===== src/logic/term_ctrl_pkg.sv =====
`default_nettype none
package term_ctrl_pkg;

  // Clock and ramp timing
  localparam int CLK_PERIOD_PS = 4000;
  localparam int RAMP_MIN_PS   = 1500;
  localparam int RAMP_MAX_PS   = 3500;
  localparam int RAMP_MIN_CYC_RAW = (RAMP_MIN_PS + CLK_PERIOD_PS - 1) / CLK_PERIOD_PS;
  localparam int RAMP_MAX_CYC_RAW = RAMP_MAX_PS / CLK_PERIOD_PS;
  localparam int RAMP_MIN_CYC  = (RAMP_MIN_CYC_RAW < 1) ? 1 : RAMP_MIN_CYC_RAW;
  localparam int RAMP_MAX_CYC  = (RAMP_MAX_CYC_RAW < 1) ? 1 : RAMP_MAX_CYC_RAW;
  // Action cycle after latency expiry: onset no earlier than min; one 4 ns clock here, later than the 3.5 ns max
  localparam int RAMP_CYC      = (RAMP_MIN_CYC > RAMP_MAX_CYC) ? RAMP_MIN_CYC : RAMP_MAX_CYC;
  localparam logic [5:0] RAMP_CYC_W = 6'(RAMP_CYC);

  // Burst length 32 extension of the off latency
  localparam logic [5:0] BL32_EXTRA = 6'h08;

  // Latency tables, index = frequency bin 0..7, zero means undefined
  localparam logic [7:0][5:0] ON_LAT_A  = {6'h08, 6'h06, 6'h06, 6'h04, 6'h04, 6'h00, 6'h00, 6'h00};
  localparam logic [7:0][5:0] ON_LAT_B  = {6'h18, 6'h14, 6'h12, 6'h0E, 6'h0C, 6'h06, 6'h00, 6'h00};
  localparam logic [7:0][5:0] OFF_LAT_A = {6'h1C, 6'h1A, 6'h18, 6'h16, 6'h14, 6'h00, 6'h00, 6'h00};
  localparam logic [7:0][5:0] OFF_LAT_B = {6'h2C, 6'h28, 6'h24, 6'h20, 6'h1C, 6'h16, 6'h00, 6'h00};

  // Termination value field codes
  localparam logic [2:0] TERM_CODE_OFF = 3'h0;
  localparam logic [2:0] TERM_CODE_240 = 3'h1;
  localparam logic [2:0] TERM_CODE_120 = 3'h2;
  localparam logic [2:0] TERM_CODE_80  = 3'h3;
  localparam logic [2:0] TERM_CODE_60  = 3'h4;
  localparam logic [2:0] TERM_CODE_48  = 3'h5;
  localparam logic [2:0] TERM_CODE_40  = 3'h6;

  // Decoded resistance in ohms
  localparam logic [7:0] OHM_NONE = 8'h00;
  localparam logic [7:0] OHM_240  = 8'hF0;
  localparam logic [7:0] OHM_120  = 8'h78;
  localparam logic [7:0] OHM_80   = 8'h50;
  localparam logic [7:0] OHM_60   = 8'h3C;
  localparam logic [7:0] OHM_48   = 8'h30;
  localparam logic [7:0] OHM_40   = 8'h28;

  // Reset values
  localparam logic [5:0] CNT_RESET = 6'h00;
  localparam logic [5:0] LAT_RESET = 6'h00;

  typedef enum logic [1:0] {
    ST_IDLE,
    ST_ARMED,
    ST_COUNT
  } term_state_t;

endpackage
`default_nettype wire


===== src/logic/term_latency_lut.sv =====
`timescale 1ns/1ps
`default_nettype none
module term_latency_lut (
  // Selection
  input  wire logic [2:0] freq_bin_in,
  input  wire logic       set_b_in,
  input  wire logic       burst32_in,
  // Result
  output logic      [5:0] on_lat_out,
  output logic      [5:0] off_lat_out,
  output logic            valid_out
);

  logic [5:0] on_raw;
  logic [5:0] off_raw;

  always_comb begin
    on_raw  = set_b_in ? term_ctrl_pkg::ON_LAT_B[freq_bin_in] : term_ctrl_pkg::ON_LAT_A[freq_bin_in];
    off_raw = set_b_in ? term_ctrl_pkg::OFF_LAT_B[freq_bin_in] : term_ctrl_pkg::OFF_LAT_A[freq_bin_in];
    on_lat_out  = on_raw;
    off_lat_out = burst32_in ? 6'(off_raw + term_ctrl_pkg::BL32_EXTRA) : off_raw;
    valid_out   = (on_raw != 6'h00);
  end

endmodule
`default_nettype wire


===== src/logic/dq_write_termination_control.sv =====
`timescale 1ns/1ps
`default_nettype none
// What this block does
// - With termination enabled, data pins stay unterminated when no write burst arrives.
// - A sampled Write-1 or Mask Write-1 turns termination on, no control pin.
// - After the burst, termination returns to high impedance with no further command.
// - Turn-on latency is counted in clocks from the following CAS-2 command.
// - Turn-off latency is counted in clocks from the same CAS-2 command.
// - Turn-on latency per frequency bin and set; undefined below 533 MHz.
// - Turn-off latency per frequency bin and set from the fixed table.
// - Burst length 32 adds eight clocks to the turn-off latency.
// - Termination turns on between 1.5 ns and 3.5 ns after on latency; the code turns it on one 4 ns clock after cnt reaches on_lat.
// - Termination turns off between 1.5 ns and 3.5 ns after off latency; the code turns it off one 4 ns clock after cnt reaches off_lat.
// - Write leveling: strobes terminated if enabled, nothing terminated if disabled.
// - Write leveling keeps data-pin termination off always.
// - Value field decodes 001..110 to 240, 120, 80, 60, 48, 40 ohm.
// - Selected termination applies to data, mask/inversion and both strobe pins.
// - Field zero disables termination; any non-zero value enables it.
// - Power-down and self-refresh keep data-pin termination off.
module dq_write_termination_control (
  // Clock and reset
  input  wire logic       CLK_IN,
  input  wire logic       RESET_IN,
  // Commands
  input  wire logic       WRITE_CMD_IN,
  input  wire logic       CAS2_CMD_IN,
  input  wire logic       BURST32_IN,
  // Configuration
  input  wire logic [2:0] TERM_SETTING_IN,
  input  wire logic       WRITE_LATENCY_SET_B_IN,
  input  wire logic [2:0] FREQ_BIN_IN,
  // Device modes
  input  wire logic       WRITE_LEVELING_IN,
  input  wire logic       POWER_DOWN_IN,
  input  wire logic       SELF_REFRESH_IN,
  // Termination enables
  output logic      [7:0] DQ_TERM_EN_OUT,
  output logic            DATA_MASK_INVERSION_PIN_TERM_EN_OUT,
  output logic            DQS_T_TERM_EN_OUT,
  output logic            DQS_C_TERM_EN_OUT,
  // Status
  output logic      [7:0] TERMINATION_RESISTANCE_OUT,
  output logic            LATENCY_UNDEFINED_OUT
);

  typedef struct packed {
    term_ctrl_pkg::term_state_t state;
    logic                       pend;
    logic [5:0]                 cnt;
    logic [5:0]                 on_lat;
    logic [5:0]                 off_lat;
    logic                       data_term;
    logic                       strobe_term;
    logic [7:0]                 ohm;
    logic                       undef;
  } ctrl_t;

  ctrl_t      cur_ff;
  ctrl_t      nxt_cur;
  logic [5:0] lut_on;
  logic [5:0] lut_off;
  logic       lut_valid;
  logic       term_enabled;
  logic       quiet;

  term_latency_lut u_lut (
    .freq_bin_in (FREQ_BIN_IN),
    .set_b_in    (WRITE_LATENCY_SET_B_IN),
    .burst32_in  (BURST32_IN),
    .on_lat_out  (lut_on),
    .off_lat_out (lut_off),
    .valid_out   (lut_valid)
  );

  assign term_enabled = (TERM_SETTING_IN != term_ctrl_pkg::TERM_CODE_OFF);
  assign quiet        = POWER_DOWN_IN | SELF_REFRESH_IN;

  always_comb begin
    nxt_cur       = cur_ff;
    nxt_cur.undef = ~lut_valid;
    unique case (TERM_SETTING_IN)
      term_ctrl_pkg::TERM_CODE_240: nxt_cur.ohm = term_ctrl_pkg::OHM_240;
      term_ctrl_pkg::TERM_CODE_120: nxt_cur.ohm = term_ctrl_pkg::OHM_120;
      term_ctrl_pkg::TERM_CODE_80:  nxt_cur.ohm = term_ctrl_pkg::OHM_80;
      term_ctrl_pkg::TERM_CODE_60:  nxt_cur.ohm = term_ctrl_pkg::OHM_60;
      term_ctrl_pkg::TERM_CODE_48:  nxt_cur.ohm = term_ctrl_pkg::OHM_48;
      term_ctrl_pkg::TERM_CODE_40:  nxt_cur.ohm = term_ctrl_pkg::OHM_40;
      default:                      nxt_cur.ohm = term_ctrl_pkg::OHM_NONE;
    endcase
    nxt_cur.strobe_term = 1'b0;
    if (quiet || !term_enabled || WRITE_LEVELING_IN) begin
      nxt_cur.state     = term_ctrl_pkg::ST_IDLE;
      nxt_cur.pend      = 1'b0;
      nxt_cur.cnt       = term_ctrl_pkg::CNT_RESET;
      nxt_cur.data_term = 1'b0;
      nxt_cur.strobe_term = WRITE_LEVELING_IN && term_enabled && !quiet;
    end else begin
      unique case (cur_ff.state)
        term_ctrl_pkg::ST_IDLE: begin
          if (WRITE_CMD_IN && lut_valid) begin
            nxt_cur.state = term_ctrl_pkg::ST_ARMED;
          end
        end
        term_ctrl_pkg::ST_ARMED: begin
          if (CAS2_CMD_IN) begin
            nxt_cur.state   = term_ctrl_pkg::ST_COUNT;
            nxt_cur.cnt     = 6'h01;
            nxt_cur.on_lat  = lut_on;
            nxt_cur.off_lat = lut_off;
          end
        end
        term_ctrl_pkg::ST_COUNT: begin
          nxt_cur.cnt = 6'(cur_ff.cnt + 6'h01);
          if (WRITE_CMD_IN && lut_valid) begin
            nxt_cur.pend = 1'b1;
          end
          if (cur_ff.cnt == 6'(cur_ff.on_lat + term_ctrl_pkg::RAMP_CYC_W - 6'h01)) begin
            nxt_cur.data_term = 1'b1;
          end
          if (cur_ff.pend && CAS2_CMD_IN) begin
            nxt_cur.pend    = 1'b0;
            nxt_cur.cnt     = 6'h01;
            nxt_cur.on_lat  = lut_on;
            nxt_cur.off_lat = lut_off;
          end else if (cur_ff.cnt == 6'(cur_ff.off_lat + term_ctrl_pkg::RAMP_CYC_W - 6'h01)) begin
            nxt_cur.data_term = 1'b0;
            nxt_cur.state     = cur_ff.pend ? term_ctrl_pkg::ST_ARMED : term_ctrl_pkg::ST_IDLE;
            nxt_cur.pend      = 1'b0;
            nxt_cur.cnt       = term_ctrl_pkg::CNT_RESET;
          end
        end
        default: begin
          nxt_cur.state = term_ctrl_pkg::ST_IDLE;
        end
      endcase
    end
  end

  always_ff @(posedge CLK_IN or posedge RESET_IN) begin
    if (RESET_IN) begin
      cur_ff <= '{state:       term_ctrl_pkg::ST_IDLE,
                  pend:        1'b0,
                  cnt:         term_ctrl_pkg::CNT_RESET,
                  on_lat:      term_ctrl_pkg::LAT_RESET,
                  off_lat:     term_ctrl_pkg::LAT_RESET,
                  data_term:   1'b0,
                  strobe_term: 1'b0,
                  ohm:         term_ctrl_pkg::OHM_NONE,
                  undef:       1'b1};
    end else begin
      cur_ff <= nxt_cur;
    end
  end

  genvar gi;
  generate
    for (gi = 0; gi < 8; gi++) begin : g_dq
      assign DQ_TERM_EN_OUT[gi] = cur_ff.data_term;
    end
  endgenerate

  assign DATA_MASK_INVERSION_PIN_TERM_EN_OUT = cur_ff.data_term;
  assign DQS_T_TERM_EN_OUT                   = cur_ff.data_term | cur_ff.strobe_term;
  assign DQS_C_TERM_EN_OUT                   = cur_ff.data_term | cur_ff.strobe_term;
  assign TERMINATION_RESISTANCE_OUT          = cur_ff.ohm;
  assign LATENCY_UNDEFINED_OUT               = cur_ff.undef;

  localparam logic [5:0] RAMP_CYC_W_A = term_ctrl_pkg::RAMP_CYC_W;

  logic [5:0] since_cas;
  logic       cas_seen;
  always_ff @(posedge CLK_IN or posedge RESET_IN) begin
    if (RESET_IN) begin
      since_cas <= 6'h00;
      cas_seen  <= 1'b0;
    end else if (cur_ff.state == term_ctrl_pkg::ST_ARMED && CAS2_CMD_IN && !quiet && term_enabled
                 && !WRITE_LEVELING_IN) begin
      since_cas <= 6'h01;
      cas_seen  <= 1'b1;
    end else if (cur_ff.state == term_ctrl_pkg::ST_COUNT && cur_ff.pend && CAS2_CMD_IN && !quiet && term_enabled
                 && !WRITE_LEVELING_IN) begin
      // Pending write restarts the count from its own CAS-2
      since_cas <= 6'h01;
    end else if (cur_ff.state != term_ctrl_pkg::ST_COUNT) begin
      cas_seen  <= 1'b0;
    end else begin
      since_cas <= 6'(since_cas + 6'h01);
    end
  end
endmodule
`default_nettype wire


===== config.mk =====
export PLATFORM = sky130hd
export DESIGN_NAME = dq_write_termination_control
export DESIGN_NICKNAME = d
export VERILOG_FILES = /design/src/logic/term_ctrl_pkg.sv /design/src/logic/term_latency_lut.sv /design/src/logic/dq_write_termination_control.sv
export SDC_FILE = /design/constraint.sdc
export NUM_CORES = 1
export LEC_CHECK = 0
export BUFFER_PORTS_ARGS = -buffer_cell sky130_fd_sc_hd__buf_4
export CAP_MARGIN = 20
export CORE_MARGIN = 2
export CORE_UTILIZATION = 41
export CTS_CLUSTER_DIAMETER = 30
export DETAILED_ROUTE_END_ITERATION = 12
export REMOVE_ABC_BUFFERS = 1
export SYNTH_ARGS = -nofsm -noshare
export SYNTH_HDL_FRONTEND = slang
export SYNTH_SLANG_ARGS = --single-unit
export TNS_END_PERCENT = 50

===== constraint.sdc =====
create_clock -name CLK_IN -period 4.03 [get_ports CLK_IN]
set_clock_uncertainty 0.2 [all_clocks]
set_input_delay 0.6045 -clock CLK_IN [delete_from_list [all_inputs] [get_ports CLK_IN]]
set_output_delay 0.6045 -clock CLK_IN [all_outputs]
set_load 0.01 [all_outputs]

==> key figures <==
Detailed routing
  • First DRT Iteration DRCs: 86
  • Pre-antenna DRT Iters: 4
  • DR vias/cell: 5.177
  • Via Count: 1377
  • # DRC: 0
  • Antenna Violating Nets Remaining: 0
  • Detailed Route WL: 3501 µm
  • Post-DR wirelength/cell: 13.16 µm

Clock tree
  • CTS sink cnt: 27
  • Clock buffer count from CTS: 3
  • Depth of the CTS H-tree: 1
  • Worst skew pair latency: 0.27 ns
  • # hold bufs at CTS: 0
  • CTS Root Cell: clkbuf_8
  • Bufs on Longest Clock Path: 2
  • Setup repair bufs after CTS: 0
  • Register clock-pin slew on the reported worst setup and hold paths: 0.10 ns
  • Cts repair resizes: 0
  • CTS tree: done

Cells and area
  • Multi-input gate area: 958.4 µm²
  • Util after Layout: 0.4730
  • Most frequent cells in the layout: buf_4, dfrtp_1, nor2_1
  • Filler cells: 407
  • # diodes: 0
  • Sequential cell area: 676.9 µm²
  • Layout cells sized above 1: 0.2430
  • Layout area overhead: 11.22%
  • Fin area: 2059 µm²
  • Commonest non-fill, non-tap cell in the layout: buf_4
  • Layout net count: 241

Power
  • Combinational power share: 0.248
  • Pwr Density: 311.3 nW/µm²
  • Clk network pwr share: 0.247
  • Leakage: 0.9694 nW
  • Internal Pwr Total: 0.4465 mW
  • Sequential Power Share: 0.505
  • Switching share of power: 0.3035
  • VDD IR max: 0.0001184 V
  • Psw: 0.1945 mW

Yosys
  • Distinct cell type count after synthesis: 48
  • Main flop type after synthesis: dfrtp_1
  • #FFs+latches synth: 27
  • Top cell type's share of synthesized area: 0.3514
  • Async S/R FF share, synth: 1.000
  • Most area-hungry cell type in the Yosys netlist: dfrtp_1
  • Synth area leaders: dfrtp_1, ha_1, buf_4
  • YS warnings: 0
  • Synthesized area: 1852 µm²
  • Number of synthesized flops with an enable pin: 0
  • Mean Syn Cell Area: 9.305 µm²
  • Sequential share of the synthesized area: 0.3655
  • Post-Syn Instances: 199

Timing
  • Period minus WS final: 2.468 ns
  • Final Cycle Share: 0.6123
  • Count of final setup violators: 0
  • Worst relative slew slack: 0.6580
  • RSZ-0062 raised after global routing: false
  • Slew @ Worst Pin: 0.5126 ns
  • Total Neg Setup Slack: 0 ns
  • Hold Fails Final Rpt: 0
  • Hold_ws: 0.08350 ns
  • Max Freq: 405.2 MHz
  • Max-slew violations: 0

Floorplan
  • Die Y: 71.21 µm
  • Row cnt: 24
  • Die Width: 71.21 µm
  • Core box area: 4354 µm²
  • IO Pins: 35
  • Die area: 5070 µm²
  • Initial Util: 0.4253

Critical path
  • WP data arrival: 2.44 ns
  • Reg2reg end: cur_ff[21]$_DFFE_PP0P_
  • Start point of the critical path: FREQ_BIN_IN[0]
  • Critical path data required time: 4.00 ns
  • Reg2reg setup slack: 1.76 ns
  • Crit-path max FO: 6
  • Crit start category: input port
  • RR Startpoint: cur_ff[30]$_DFFE_PP0P_
  • Setup CP Type: in2reg
  • R2R depth: 5
  • CP Capture Type: register

GRT
  • Largest net degree at the start of global routing: 28
  • Vias in the first global route: 1306
  • Antenna violations before repair: 0
  • First-pass GRT wire length: 5740 µm
  • GRT Overall Usage: 0.1422
  • Grt ovf: 0

Job
  • Max Cap Violations: 0

Placed design
  • Placed Area: 1986 µm²
  • Gp weighted congestion: 0.7866
  • Port bufs: 32
  • Post-DP HPWL: 2607 µm

Hold path
  • Hold Crit Class: in2async

Run status
  • Status: finished, final reports clean
worst max path at each step:
stage | end | slack, ns
floorplan | cur_ff[30]$_DFFE_PP0P_ | 1.49
global placement | cur_ff[30]$_DFFE_PP0P_ | 1.31
detailed placement | cur_ff[30]$_DFFE_PP0P_ | 1.27
CTS | cur_ff[30]$_DFFE_PP0P_ | 1.57
global route | cur_ff[30]$_DFFE_PP0P_ | 1.50
finish | cur_ff[30]$_DFFE_PP0P_ | 1.56
flip-flops by register name (all words and copies together), names as in the netlist:
register                             flops
TERMINATION_RESISTANCE_OUT               6
cur_ff                                  19
DATA_MASK_INVERSION_PIN_TERM_EN_OUT      1
LATENCY_UNDEFINED_OUT                    1
metal layers:
metal	global-route usage	wire length [µm]	share of wire
met1	0.1871	1672	0.48
met4	0.06918	66	0.019
met5	0	0	0
met2	0.2305	1569	0.45
met3	0.01852	192	0.055
final cells by class:
type | count | share of cell area
clock buffers | 3 | 0.02005
clock inverters | 1 | 0.002430
inverters | 12 | 0.02187
multi-input cells | 138 | 0.4654
flip-flops and latches | 27 | 0.3287
well taps | 52 | 0.03159
repair buffers | 33 | 0.1300
critical path, cell delays in order:
cell	delay, ns
buf_4	0.12
inv_1	0.06
ha_1	0.35
nand3_1	0.10
nor2_1	0.05
or4_4	0.55
a311oi_4	0.27
mux2_4	0.33
stage by stage:
step | power, mW | cells | setup slack (ns)
floorplan | 0.4352 | 177 | 1.485
global placement | 0.4850 | 261 | 1.312
detailed placement | 0.4866 | 261 | 1.274
CTS | 0.6442 | 265 | 1.568
global route | 0.6808 | 266 | 1.504
finish | 0.6410 | 266 | 1.562
cells in the mapped netlist, types with 4 or more instances:
library cell / number
ha_1: 11
o22ai_1: 5
a21oi_1: 15
inv_1: 12
mux2_2: 6
nor3_1: 4
nand2_1: 16
nand3_1: 4
nor2_1: 19
xor2_1: 10
o21ai_0: 4
dfrtp_1: 26
buf_4: 17
cells by family after synthesis:
group | synth area share
and+or+nand+nor | 0.1777
DFF | 0.3655
xor gates and xnor gates | 0.05676
buffers and inverters | 0.1189
AOI/OAI and AO/OA | 0.1439
muxes | 0.06081
adders and majority gates | 0.07432
other | 0.002025
power by group through the flow:
stage / logic, mW / clock network (mW) / registers (mW)
floorplan: 0.107 / 0 / 0.328
detailed placement: 0.156 / 0 / 0.330
global route: 0.180 / 0.172 / 0.329
global placement: 0.155 / 0 / 0.330
finish: 0.159 / 0.158 / 0.324
CTS: 0.157 / 0.162 / 0.325
No activity file was read; power rests on OpenSTA's default activity.
